--- config.mk ---
export PLATFORM = sky130hd
export DESIGN_NAME = flic_top
export DESIGN_NICKNAME = d
export VERILOG_FILES = /design/src/rtl/flic_pkg.sv /design/src/rtl/flic_req_if.sv /design/src/rtl/flic_arbiter.sv /design/src/rtl/flic_edge_det.sv /design/src/rtl/flic_top.sv
export SDC_FILE = /design/constraint.sdc
export NUM_CORES = 1
export LEC_CHECK = 0
export CAP_MARGIN = 10
export CELL_PAD_IN_SITES_DETAIL_PLACEMENT = 0
export CELL_PAD_IN_SITES_GLOBAL_PLACEMENT = 1
export CORE_UTILIZATION = 37
export CTS_BUF_LIST = sky130_fd_sc_hd__clkbuf_4
export DETAILED_ROUTE_END_ITERATION = 10
export DONT_BUFFER_PORTS = 1
export GPL_ROUTABILITY_DRIVEN = 0
export PLACE_DENSITY = 0.78
export SYNTH_ARGS = -nofsm -noshare
export SYNTH_HDL_FRONTEND = slang
export SYNTH_SLANG_ARGS = --single-unit
--- constraint.sdc ---
create_clock -name clk -period 12.74 [get_ports clk]
set_input_delay 0.637 -clock clk [delete_from_list [all_inputs] [get_ports clk]]
set_output_delay 0.637 -clock clk [all_outputs]
set_load 0.01 [all_outputs]
--- src/rtl/flic_pkg.sv ---
// package for the four-level interrupt controller: source indices, bit positions, vectors, ranking
// assumes nothing beyond a SystemVerilog compiler
package flic_pkg;
  localparam int NSRC = 9;
  // source index equals arbitration rank, 0 = first
  localparam int SRC_EXT0 = 0;
  localparam int SRC_BROWNOUT = 1;
  localparam int SRC_WATCHDOG = 2;
  localparam int SRC_TIMER0 = 3;
  localparam int SRC_TWO_WIRE = 4;
  localparam int SRC_EXT1 = 5;
  localparam int SRC_KEYPAD = 6;
  localparam int SRC_TIMER1 = 7;
  localparam int SRC_SERIAL = 8;
  // enable bit positions, main register
  localparam int MAIN_EXT0_BIT = 0;
  localparam int MAIN_TIMER0_BIT = 1;
  localparam int MAIN_EXT1_BIT = 2;
  localparam int MAIN_TIMER1_BIT = 3;
  localparam int MAIN_SERIAL_BIT = 4;
  localparam int MAIN_GLOBAL_BIT = 7;
  // enable bit positions, extended register
  localparam int EXT_TWO_WIRE_BIT = 0;
  localparam int EXT_KEYPAD_BIT = 1;
  localparam int EXT_WATCHDOG_BIT = 4;
  localparam int EXT_BROWNOUT_BIT = 6;
  // priority bits share the same positions in group0 (main) and group1 (extended) registers
  typedef logic [15:0] flic_vec_t;
  localparam flic_vec_t VEC_EXT0 = 16'h0003;
  localparam flic_vec_t VEC_TIMER0 = 16'h000b;
  localparam flic_vec_t VEC_EXT1 = 16'h0013;
  localparam flic_vec_t VEC_TIMER1 = 16'h001b;
  localparam flic_vec_t VEC_SERIAL = 16'h0023;
  localparam flic_vec_t VEC_BROWNOUT = 16'h002b;
  localparam flic_vec_t VEC_TWO_WIRE = 16'h0033;
  localparam flic_vec_t VEC_KEYPAD = 16'h003b;
  localparam flic_vec_t VEC_WATCHDOG = 16'h0053;
  localparam logic [8:0] WAKE_MASK = 9'h067; // ext0 brownout watchdog ext1 keypad
  localparam logic [1:0] LVL_TOP = 2'h3;
  localparam logic [3:0] ACT_RESET = 4'h0;
  localparam logic [1:0] SYNC_RESET = 2'h3;
  localparam logic [15:0] VEC_RESET = 16'h0000;
endpackage : flic_pkg

--- src/rtl/flic_req_if.sv ---
// request bundle between the arbiter and the controller top
// assumes flic_pkg is compiled first
`timescale 1ns/1ps
`default_nettype none
interface flic_req_if;
  import flic_pkg::*;
  logic [NSRC-1:0] req;
  logic [NSRC*2-1:0] lvl;
  logic found;
  logic [3:0] win_idx;
  logic [1:0] win_lvl;
  modport arb (input req, input lvl, output found, output win_idx, output win_lvl);
  modport top (output req, output lvl, input found, input win_idx, input win_lvl);
endinterface : flic_req_if
`default_nettype wire

--- src/rtl/flic_arbiter.sv ---
// arbiter: highest level first, fixed rank (lowest index) breaks ties
// assumes index order of the request vector is arbitration rank
`timescale 1ns/1ps
`default_nettype none
module flic_arbiter (
  flic_req_if.arb rq // requests in, winner out
);
  import flic_pkg::*;
  always_comb begin
    rq.found = 1'b0;
    rq.win_idx = 4'h0;
    rq.win_lvl = 2'h0;
    for (int i = 0; i < NSRC; i++) begin
      // strictly greater keeps the earlier rank on a level tie
      if (rq.req[i] && (!rq.found || rq.lvl[2*i +: 2] > rq.win_lvl)) begin // RQ7 RQ8 RQ9
        rq.found = 1'b1;
        rq.win_idx = 4'(i);
        rq.win_lvl = rq.lvl[2*i +: 2];
      end
    end
  end
endmodule : flic_arbiter
`default_nettype wire

--- src/rtl/flic_edge_det.sv ---
// external pin edge/level flag: two-flop sync, falling-edge detect per machine cycle
// assumes mc_tick marks one machine-cycle sample point
`timescale 1ns/1ps
`default_nettype none
module flic_edge_det (
  input wire logic clk, // core clock
  input wire logic rst_n, // async reset, low
  input wire logic pin_n, // external request pin
  input wire logic mc_tick, // machine-cycle sample strobe
  input wire logic edge_mode, // 1 edge, 0 level
  input wire logic vec_clr, // vectored to this source
  input wire logic sw_clr, // software clear
  output logic flag // request flag
);
  import flic_pkg::*;
  logic [1:0] sync_q;
  logic smp_q;
  logic flag_q;
  always_ff @(posedge clk or negedge rst_n) begin
    if (!rst_n) begin
      sync_q <= SYNC_RESET;
    end else begin
      sync_q <= {sync_q[0], pin_n};
    end
  end
  always_ff @(posedge clk or negedge rst_n) begin
    if (!rst_n) begin
      smp_q <= 1'b1;
    end else if (mc_tick) begin
      smp_q <= sync_q[1];
    end
  end
  // set beats any clear in the same cycle
  always_ff @(posedge clk or negedge rst_n) begin
    if (!rst_n) begin
      flag_q <= 1'b0;
    end else if (!edge_mode) begin
      flag_q <= !sync_q[1]; // RQ13
    end else if (mc_tick && smp_q && !sync_q[1]) begin
      flag_q <= 1'b1; // RQ13
    end else if (vec_clr || sw_clr) begin
      flag_q <= 1'b0; // RQ13
    end
  end
  assign flag = flag_q;
endmodule : flic_edge_det
`default_nettype wire

--- src/rtl/flic_top.sv ---
// four-level interrupt controller for an 8-bit core
// assumes the core sequencer gives machine-cycle, last-cycle, reti and register-write strobes on clk
// Summary of operation
// RQ1: each source has a high and low priority bit forming levels 0 to 3.
// RQ2: per-source enable bits sit in main and extended enable registers.
// RQ3: cleared global enable blocks every source.
// RQ4: priority bits share source bit positions across the four priority registers.
// RQ5: active routine is preempted only by a strictly higher level request.
// RQ6: a level 3 routine is never preempted.
// RQ7: simultaneous requests at different levels: highest level wins.
// RQ8: same level ties resolved by fixed rank ext0 first through serial last.
// RQ9: ranking never overrides a level difference.
// RQ10: each source vectors to its own fixed address.
// RQ11: brownout and timer/ext flags cleared by hardware; others by software. Here ext flags are hardware-cleared only in edge mode.
// RQ12: ext0, ext1, brownout, watchdog, keypad may wake from power-down.
// RQ13: edge mode samples each machine cycle, sets on high-then-low, clears on vectoring.
// RQ14: vector only when no equal or higher level active, last cycle, no blocking instruction.
// RQ15: pending requests are not latched; every poll is fresh.
// RQ16: in-service state ends only on return-from-interrupt.
// RQ17: a source requests only when flag, own enable and global enable are set.
`timescale 1ns/1ps
`default_nettype none
module flic_top (
  input wire logic clk, // core clock
  input wire logic rst_n, // async reset, low
  input wire logic mc_tick, // one pulse per machine cycle (poll point)
  input wire logic last_cycle, // poll is in the last machine cycle of the instruction
  input wire logic instr_reti, // current instruction is return-from-interrupt
  input wire logic instr_wr_irq_reg, // current instruction writes an enable or priority register
  input wire logic ext0_pin_n, // external request 0 pin
  input wire logic ext1_pin_n, // external request 1 pin
  input wire logic ext0_edge_mode, // ext0 edge mode
  input wire logic ext1_edge_mode, // ext1 edge mode
  input wire logic ext0_sw_clr, // software clears ext0 flag
  input wire logic ext1_sw_clr, // software clears ext1 flag
  input wire logic brownout_flag, // brownout request
  input wire logic watchdog_flag, // watchdog request
  input wire logic timer0_overflow_flag, // timer0 request
  input wire logic timer1_overflow_flag, // timer1 request
  input wire logic two_wire_status_flag, // two-wire new state
  input wire logic two_wire_timeout_flag, // two-wire timeout
  input wire logic keypad_flag, // keypad request
  input wire logic serial_rx_flag, // serial receive
  input wire logic serial_tx_flag, // serial transmit
  input wire logic [7:0] main_enable_reg, // main enable register
  input wire logic [7:0] extended_enable_reg, // extended enable register
  input wire logic [7:0] prio_low_group0, // low priority bits, main group
  input wire logic [7:0] prio_high_group0, // high priority bits, main group
  input wire logic [7:0] prio_low_group1, // low priority bits, extended group
  input wire logic [7:0] prio_high_group1, // high priority bits, extended group
  output logic vec_call, // vector request to the core, one-cycle pulse
  output logic [15:0] vec_addr, // vector address, registered
  output logic ext0_flag, // ext0 request flag
  output logic ext1_flag, // ext1 request flag
  output logic clr_ext0, // hardware clear to ext0 source
  output logic clr_timer0, // hardware clear to timer0
  output logic clr_timer1, // hardware clear to timer1
  output logic clr_brownout, // hardware clear to brownout
  output logic wake_req, // power-down wake request
  output logic [3:0] active_levels, // in-service levels, registered
  output logic clr_ext1 // hardware clear to ext1 source
);
  import flic_pkg::*;
  function automatic flic_vec_t vec_of(input logic [3:0] idx);
    case (idx)
      4'(SRC_EXT0): vec_of = VEC_EXT0;
      4'(SRC_BROWNOUT): vec_of = VEC_BROWNOUT;
      4'(SRC_WATCHDOG): vec_of = VEC_WATCHDOG;
      4'(SRC_TIMER0): vec_of = VEC_TIMER0;
      4'(SRC_TWO_WIRE): vec_of = VEC_TWO_WIRE;
      4'(SRC_EXT1): vec_of = VEC_EXT1;
      4'(SRC_KEYPAD): vec_of = VEC_KEYPAD;
      4'(SRC_TIMER1): vec_of = VEC_TIMER1;
      default: vec_of = VEC_SERIAL;
    endcase
  endfunction : vec_of
  function automatic logic [1:0] top_level(input logic [3:0] act);
    top_level = 2'h0;
    for (int l = 0; l < 4; l++) begin
      if (act[l]) begin
        top_level = 2'(l);
      end
    end
  endfunction : top_level

  flic_req_if rq ();
  logic [NSRC-1:0] flags;
  logic [NSRC-1:0] enables;
  logic [NSRC-1:0] hi_bits;
  logic [NSRC-1:0] lo_bits;
  logic [3:0] active_q;
  logic [3:0] active_d;
  logic vec_q;
  flic_vec_t addr_q;
  logic [NSRC-1:0] clr_q;
  logic ok_level;
  logic take;
  logic global_en;
  logic [1:0] cur_lvl;

  flic_edge_det u_ext0 (
    .clk(clk),
    .rst_n(rst_n),
    .pin_n(ext0_pin_n),
    .mc_tick(mc_tick),
    .edge_mode(ext0_edge_mode),
    .vec_clr(clr_q[SRC_EXT0]),
    .sw_clr(ext0_sw_clr),
    .flag(ext0_flag)
  );
  flic_edge_det u_ext1 (
    .clk(clk),
    .rst_n(rst_n),
    .pin_n(ext1_pin_n),
    .mc_tick(mc_tick),
    .edge_mode(ext1_edge_mode),
    .vec_clr(clr_q[SRC_EXT1]),
    .sw_clr(ext1_sw_clr),
    .flag(ext1_flag)
  );

  assign flags[SRC_EXT0] = ext0_flag;
  assign flags[SRC_BROWNOUT] = brownout_flag;
  assign flags[SRC_WATCHDOG] = watchdog_flag;
  assign flags[SRC_TIMER0] = timer0_overflow_flag;
  assign flags[SRC_TWO_WIRE] = two_wire_status_flag | two_wire_timeout_flag; // RQ11
  assign flags[SRC_EXT1] = ext1_flag;
  assign flags[SRC_KEYPAD] = keypad_flag;
  assign flags[SRC_TIMER1] = timer1_overflow_flag;
  assign flags[SRC_SERIAL] = serial_rx_flag | serial_tx_flag; // RQ11

  assign enables[SRC_EXT0] = main_enable_reg[MAIN_EXT0_BIT]; // RQ2
  assign enables[SRC_TIMER0] = main_enable_reg[MAIN_TIMER0_BIT]; // RQ2
  assign enables[SRC_EXT1] = main_enable_reg[MAIN_EXT1_BIT]; // RQ2
  assign enables[SRC_TIMER1] = main_enable_reg[MAIN_TIMER1_BIT]; // RQ2
  assign enables[SRC_SERIAL] = main_enable_reg[MAIN_SERIAL_BIT]; // RQ2
  assign enables[SRC_TWO_WIRE] = extended_enable_reg[EXT_TWO_WIRE_BIT]; // RQ2
  assign enables[SRC_KEYPAD] = extended_enable_reg[EXT_KEYPAD_BIT]; // RQ2
  assign enables[SRC_WATCHDOG] = extended_enable_reg[EXT_WATCHDOG_BIT]; // RQ2
  assign enables[SRC_BROWNOUT] = extended_enable_reg[EXT_BROWNOUT_BIT]; // RQ2

  // priority bits at the source's own enable position in the matching group
  assign hi_bits[SRC_EXT0] = prio_high_group0[MAIN_EXT0_BIT]; // RQ4
  assign lo_bits[SRC_EXT0] = prio_low_group0[MAIN_EXT0_BIT]; // RQ4
  assign hi_bits[SRC_TIMER0] = prio_high_group0[MAIN_TIMER0_BIT];
  assign lo_bits[SRC_TIMER0] = prio_low_group0[MAIN_TIMER0_BIT];
  assign hi_bits[SRC_EXT1] = prio_high_group0[MAIN_EXT1_BIT];
  assign lo_bits[SRC_EXT1] = prio_low_group0[MAIN_EXT1_BIT];
  assign hi_bits[SRC_TIMER1] = prio_high_group0[MAIN_TIMER1_BIT];
  assign lo_bits[SRC_TIMER1] = prio_low_group0[MAIN_TIMER1_BIT];
  assign hi_bits[SRC_SERIAL] = prio_high_group0[MAIN_SERIAL_BIT];
  assign lo_bits[SRC_SERIAL] = prio_low_group0[MAIN_SERIAL_BIT];
  assign hi_bits[SRC_TWO_WIRE] = prio_high_group1[EXT_TWO_WIRE_BIT];
  assign lo_bits[SRC_TWO_WIRE] = prio_low_group1[EXT_TWO_WIRE_BIT];
  assign hi_bits[SRC_KEYPAD] = prio_high_group1[EXT_KEYPAD_BIT];
  assign lo_bits[SRC_KEYPAD] = prio_low_group1[EXT_KEYPAD_BIT];
  assign hi_bits[SRC_WATCHDOG] = prio_high_group1[EXT_WATCHDOG_BIT];
  assign lo_bits[SRC_WATCHDOG] = prio_low_group1[EXT_WATCHDOG_BIT];
  assign hi_bits[SRC_BROWNOUT] = prio_high_group1[EXT_BROWNOUT_BIT]; // RQ4
  assign lo_bits[SRC_BROWNOUT] = prio_low_group1[EXT_BROWNOUT_BIT];

  assign global_en = main_enable_reg[MAIN_GLOBAL_BIT];
  assign rq.req = flags & enables & {NSRC{global_en}}; // RQ3 RQ17
  always_comb begin
    rq.lvl = '0;
    for (int i = 0; i < NSRC; i++) begin
      rq.lvl[2*i +: 2] = {hi_bits[i], lo_bits[i]}; // RQ1
    end
  end

  flic_arbiter u_arb (
    .rq(rq)
  );

  assign cur_lvl = top_level(active_q);
  // strictly above the highest in-service level; nothing beats level 3
  assign ok_level = (active_q == ACT_RESET) ||
                    (cur_lvl != LVL_TOP && rq.win_lvl > cur_lvl); // RQ5 RQ6
  // decided fresh from live requests at each poll, nothing held over
  assign take = mc_tick && rq.found && ok_level && last_cycle &&
                !instr_wr_irq_reg && !instr_reti; // RQ14 RQ15 RQ17

  always_comb begin
    active_d = active_q;
    if (mc_tick && instr_reti && active_q != ACT_RESET) begin
      active_d[cur_lvl] = 1'b0; // RQ16
    end
    if (take) begin
      active_d[rq.win_lvl] = 1'b1;
    end
  end

  always_ff @(posedge clk or negedge rst_n) begin
    if (!rst_n) begin
      active_q <= ACT_RESET;
    end else begin
      active_q <= active_d; // RQ16
    end
  end

  always_ff @(posedge clk or negedge rst_n) begin
    if (!rst_n) begin
      vec_q <= 1'b0;
      addr_q <= VEC_RESET;
    end else begin
      vec_q <= take;
      if (take) begin
        addr_q <= vec_of(rq.win_idx); // RQ10
      end
    end
  end

  // hardware clears: ext (edge only, inside the detector), timers, brownout
  always_ff @(posedge clk or negedge rst_n) begin
    if (!rst_n) begin
      clr_q <= '0;
    end else begin
      clr_q <= '0;
      if (take) begin
        clr_q[rq.win_idx] <= 1'b1; // RQ11
      end
    end
  end

  assign vec_call = vec_q;
  assign vec_addr = addr_q;
  assign active_levels = active_q;
  assign clr_ext0 = clr_q[SRC_EXT0] & ext0_edge_mode; // RQ13
  assign clr_ext1 = clr_q[SRC_EXT1] & ext1_edge_mode; // RQ13
  assign clr_timer0 = clr_q[SRC_TIMER0]; // RQ11
  assign clr_timer1 = clr_q[SRC_TIMER1]; // RQ11
  assign clr_brownout = clr_q[SRC_BROWNOUT]; // RQ11
  assign wake_req = |(flags & enables & WAKE_MASK); // RQ12

  // recount of each poll apart from the arbiter: requests that should have beaten the winner
  logic [NSRC-1:0] beat_lvl;
  logic [NSRC-1:0] beat_rank;
  always_comb begin
    beat_lvl = '0;
    beat_rank = '0;
    for (int i = 0; i < NSRC; i++) begin
      beat_lvl[i] = rq.req[i] && ({hi_bits[i], lo_bits[i]} > rq.win_lvl);
      beat_rank[i] = rq.req[i] && ({hi_bits[i], lo_bits[i]} == rq.win_lvl) && (4'(i) < rq.win_idx);
    end
  end

  level_order_a: assert property (@(posedge clk) disable iff (!rst_n) // RQ5
    take |-> (active_q == ACT_RESET || rq.win_lvl > cur_lvl))
    else $error("vectored at or below active level");
  top_level_a: assert property (@(posedge clk) disable iff (!rst_n) // RQ6
    active_q[3] |-> !take)
    else $error("level 3 routine preempted");
  global_gate_a: assert property (@(posedge clk) disable iff (!rst_n) // RQ3
    !global_en |-> !take)
    else $error("vector with global enable off");
  vector_addr_a: assert property (@(posedge clk) disable iff (!rst_n) // RQ10
    take |=> vec_call && vec_addr == vec_of($past(rq.win_idx)))
    else $error("wrong vector address");
  poll_gate_a: assert property (@(posedge clk) disable iff (!rst_n) // RQ14
    (instr_reti || instr_wr_irq_reg || !last_cycle) |=> !vec_call)
    else $error("vector on blocked instruction");
  reti_only_a: assert property (@(posedge clk) disable iff (!rst_n) // RQ16
    (|($past(active_q) & ~active_q)) |-> $past(mc_tick && instr_reti))
    else $error("in-service cleared without return");
  active_mark_a: assert property (@(posedge clk) disable iff (!rst_n) // RQ5
    take |=> active_q[$past(rq.win_lvl)])
    else $error("active level not marked");
  rank_tie_a: assert property (@(posedge clk) disable iff (!rst_n) // RQ8
    (take && rq.req[SRC_EXT0] && rq.lvl[1:0] == rq.win_lvl) |-> rq.win_idx == 4'(SRC_EXT0))
    else $error("ext0 lost a tie");
  timer_clear_a: assert property (@(posedge clk) disable iff (!rst_n) // RQ11
    (take && rq.win_idx == 4'(SRC_TIMER0)) |=> clr_timer0 ##1 !clr_timer0)
    else $error("timer0 clear pulse wrong");
  wake_map_a: assert property (@(posedge clk) disable iff (!rst_n) // RQ12
    wake_req |-> (ext0_flag && main_enable_reg[MAIN_EXT0_BIT]) ||
      (ext1_flag && main_enable_reg[MAIN_EXT1_BIT]) ||
      (brownout_flag && extended_enable_reg[EXT_BROWNOUT_BIT]) ||
      (watchdog_flag && extended_enable_reg[EXT_WATCHDOG_BIT]) ||
      (keypad_flag && extended_enable_reg[EXT_KEYPAD_BIT]))
    else $error("non-wake source woke");
  wake_source_a: assert property (@(posedge clk) disable iff (!rst_n) // RQ12
    (brownout_flag && extended_enable_reg[EXT_BROWNOUT_BIT]) |-> wake_req)
    else $error("wake source did not wake");
  level_win_a: assert property (@(posedge clk) disable iff (!rst_n) // RQ7 RQ9
    take |-> beat_lvl == '0)
    else $error("lower level beat a higher one");
  rank_win_a: assert property (@(posedge clk) disable iff (!rst_n) // RQ8 RQ9
    take |-> beat_rank == '0)
    else $error("later rank won a level tie");
  level_bits_a: assert property (@(posedge clk) disable iff (!rst_n) // RQ1 RQ4
    (take && rq.win_idx == 4'(SRC_BROWNOUT)) |->
      rq.win_lvl == {prio_high_group1[EXT_BROWNOUT_BIT], prio_low_group1[EXT_BROWNOUT_BIT]})
    else $error("brownout level bits misplaced");
  enable_gate_a: assert property (@(posedge clk) disable iff (!rst_n) // RQ2 RQ17
    (take && rq.win_idx == 4'(SRC_WATCHDOG)) |-> watchdog_flag && extended_enable_reg[EXT_WATCHDOG_BIT])
    else $error("watchdog vectored while disabled");
  edge_clear_a: assert property (@(posedge clk) disable iff (!rst_n) // RQ13
    (take && rq.win_idx == 4'(SRC_EXT0)) |=> clr_ext0 == ext0_edge_mode)
    else $error("ext0 clear does not follow mode");
  brownout_clear_a: assert property (@(posedge clk) disable iff (!rst_n) // RQ11
    (take && rq.win_idx == 4'(SRC_BROWNOUT)) |=> clr_brownout)
    else $error("brownout flag not cleared");
  poll_tick_a: assert property (@(posedge clk) disable iff (!rst_n) // RQ14 RQ15
    !mc_tick |=> !vec_call)
    else $error("vector outside a poll");
  reti_drop_a: assert property (@(posedge clk) disable iff (!rst_n) // RQ16
    (mc_tick && instr_reti && active_q[3]) |=> !active_q[3])
    else $error("return left level 3 in service");
endmodule : flic_top
`default_nettype wire

==> impl_metrics.yaml <==
status:
  outcome: "complete, no violations"
synthesis:
  post-synth-top-area-cell: "dfrtp_1"
  netlist_instances: 239
  synth_top_family_by_area: "compound AO/OA/AOI/OAI gates"
  syn-mean-instance-area_um2: 8.43
  synth_simple_gate_area_share_pct: 21.9
  synth.yosys.seq_area_share_pct: 28.9
  post_synth_main_area_contributors: "dfrtp_1, ha_1, dfstp_2"
  asyncSetResetFlopFracSynth_pct: 100
  synthFlopType: "dfrtp_1"
  post_synth_adder_cell_area_pct: 10.6
  area_of_the_mapped_netlist_mm2: 0.00201
  share_of_the_synthesized_netlist_area_taken_by_xor_and_xnor_gates_pct: 0
  ys_seq_elements: 23
  synthMuxAreaShare_pct: 3.66
  synth_warnings: 0
  netlist.area_leader.share_pct: 21.1
  synth_compound_gate_area_share_pct: 27.4
  cell_variety_after_synth: 52
  number_of_enable_type_register_cells_in_the_synthesized_netlist: 0
pwr:
  power_density_mw_per_mm2: 91.9
  leakagePower_nw: 1.01
  pint_mw: 0.131
  power.clock.fraction_pct: 17.0
  ir_drop_mv: 0.0742
  p_seq_share_pct: 46.5
  power.share.combinational_pct: 36.6
  swShare_pct: 35.1
  power.net_switching_mw: 0.0708
floorplanning:
  initial_core_util_pct: 38.9
  vert_die_dim_um: 75.8
  boundaryPins: 98
  core_mm2: 0.00517
  horiz_die_dim_um: 75.8
  die_area_mm2: 0.00574
  rows: 26
clock_network:
  cts_tree: "built"
  cts.clk_slew.worst_paths_ps: 110
  clock-sinks: 23
  worstSkewPairLatency_ps: 300
  cts-htree-levels: 1
  cts_root_buffer: "clkbuf_4"
  cts_inserted_buffers: 3
  clock_tree.buffer_depth: 2
setup_path:
  worst_flop_to_flop_path_endpoint: "clr_q[0]"
  critical_path.most_common_cell: "ha_1"
  critical_path_capture_point_type: "flip-flop"
  worst-path-max-fanout: 8
  worst-setup-path-type: "flip-flop to flip-flop"
  worst-r2r-cell-count: 58
  crit_path_top_delay_cell: "dfrtp_1"
  timing.critical_path.from_type: "flip-flop"
  rr_startpoint: "u_ext0.flag"
  timing.critical_path.required_ps: 12940
  critPathArrivalTime_ps: 11890
  regToRegSetupSlack_ps: 1060
  cpPeakStageDelay_ps: 460
sta:
  slew_viol_final: 0
  fmax_ghz: 0.0856
  max_slew.worst_pin.slew_ps: 629
  finalWorstPathRequiredPeriod_ps: 11680
  final-setup-viol-count: 0
  hold_viol: 0
  fin_setup_tns_ps: 0
  finalCritPeriodShare_pct: 91.7
  slew-limit-headroom_pct: 58.1
  worst_clock_skew_ps: 6.31
route:
  dr.first_iter.drc_count: 65
  vias: 1721
  drc_errors: 0
  detailedRoute.firstPassIterationCount: 4
  postRouteWirelength_um: 4740
  wire_per_inst_um: 14.9
  antenna_violating_nets_post_route: 0
  avgViaCountPerCell: 5.41
layout:
  finalNetCount: 335
  n_antenna_cell: 0
  fin_util_pct: 42.4
  drive_gt1_share_pct: 14.9
  final_common_cell: "nand2_1"
  syn2layout_area_growth_pct: 8.82
  final_area_mm2: 0.00219
  layout_common_cells: "nand2_1, nor2_1, ha_1, dfrtp_1, inv_1"
grt:
  global_route_wire_length_before_repair_um: 7480
  via_count_of_the_first_global_routing_pass: 1603
  maximum_number_of_pins_on_one_net_before_global_route_repair: 16
  antenna_violations_before_repair: 0
  grtUsageTotal_pct: 17.2
  globalRoute.totalOverflow: 0
run:
  cap_violations: 0
placement:
  dpl-instance-area_mm2: 0.00209
  dp.final_hpwl_um: 3890
  portBuffers: 0
min_path:
  hold_path.class: "input pin to async pin"
[kinds of logic after synthesis]
group | count (synthesis)
compound gates | 76
fa+ha+maj | 17
buf+inv | 28
flops | 23
mux | 7
other cells | 1
simple gates | 87
[timing repair]
item / 4_1_cts / 5_1_grt
setup endpoints to repair: 0 / 13
gates resized for setup: 0 / 10
buffers inserted: 0 / 1
hold buffers: 1 / 1
hold endpoints to repair: 12 / 5
[cells in the mapped netlist (2+ instances only)]
cell type / number
buf_4: 11
buf_2: 2
a211oi_1: 4
nand2_1: 28
o21ai_0: 14
and3_1: 2
a31oi_1: 2
a21o_1: 7
mux2i_1: 4
and2_1: 4
a21oi_1: 13
nor2b_1: 9
nand2b_1: 2
nand3_1: 5
a22oi_1: 2
ha_1: 17
o31ai_1: 4
inv_1: 14
a2bb2oi_1: 3
dfrtp_1: 17
o21a_1: 4
a21boi_0: 3
o2111a_1: 3
dfstp_2: 6
mux2_2: 3
o211ai_1: 5
nor3_1: 4
nor2_1: 21
nor4_1: 3
[routing by layer]
layer	GRT usage (%)	up-vias	part of all wire, %
met2	27.3	43	45
met5	0	-	0
met3	3.44	6	6.5
met4	5.14	0	1.3
met1	23.7	797	47
li1	-	875	-
[flip-flops by register name, summed over array words and instances (netlist names)]
register and cells:
clr_q 5, u_ext1.sync_q 2, vec_call 1, vec_addr 5, u_ext0.sync_q 2, active_levels 4
u_ext0.flag 1, u_ext1.flag 1, u_ext0.smp_q 1, u_ext1.smp_q 1
[worst max path at each step]
stage / startpoint / cells past startpoint / endpoint / slack, ps
6_report: u_ext0.flag / 58 / clr_q[0] / 1060
5_1_grt: u_ext0.flag / 58 / clr_q[0] / -50
4_1_cts: u_ext0.flag / 58 / clr_q[0] / 550
3_5_place_dp: main_enable_reg[0] / 58 / clr_q[0] / 480
3_3_place_gp: main_enable_reg[0] / 58 / clr_q[0] / 580
2_1_floorplan: main_enable_reg[0] / 59 / vec_addr[6] / 1230
[power by group through the flow]
stage	Sequential [mW]	Clock [mW]	Combinational (mW)
after global placement	0.0951	0	0.0681
after global routing	0.0952	0.0381	0.0853
final	0.0936	0.0342	0.0737
after detailed placement	0.0951	0	0.0691
after CTS	0.0939	0.0359	0.0709
after floorplan	0.0923	0	0.0599
[layout make-up]
type                    instances  area [µm²]
clock buffers                   4        30.0
well taps                      70        87.6
repair buffers                 10        80.1
flip-flops and latches         23         583
inverters                      14        52.6
multi-input cells             197        1360
fillers                       521        2980
[metrics by stage]
stage / setup WS (ps) / hold WS (ps) / total power, mW / cells
after CTS: 546 / 0.531 / 0.201 / 316
after detailed placement: 482 / 342 / 0.164 / 311
final: 1060 / 163 / 0.202 / 318
after global placement: 584 / 342 / 0.163 / 311
after global routing: -49.0 / 134 / 0.219 / 318
after floorplan: 1230 / 341 / 0.152 / 248
[worst max-delay path: cells and delay by family, from the launching register on]
| kind | cells | cell delay (ps) |
|---|---|---|
| mux | 2 | 500 |
| simple gates | 19 | 2610 |
| fa+ha+maj | 9 | 2460 |
| compound gates | 26 | 5400 |
| buf+inv | 2 | 160 |
| flops | 1 | 460 |
Note: power is estimated with default switching activity, not from simulation.
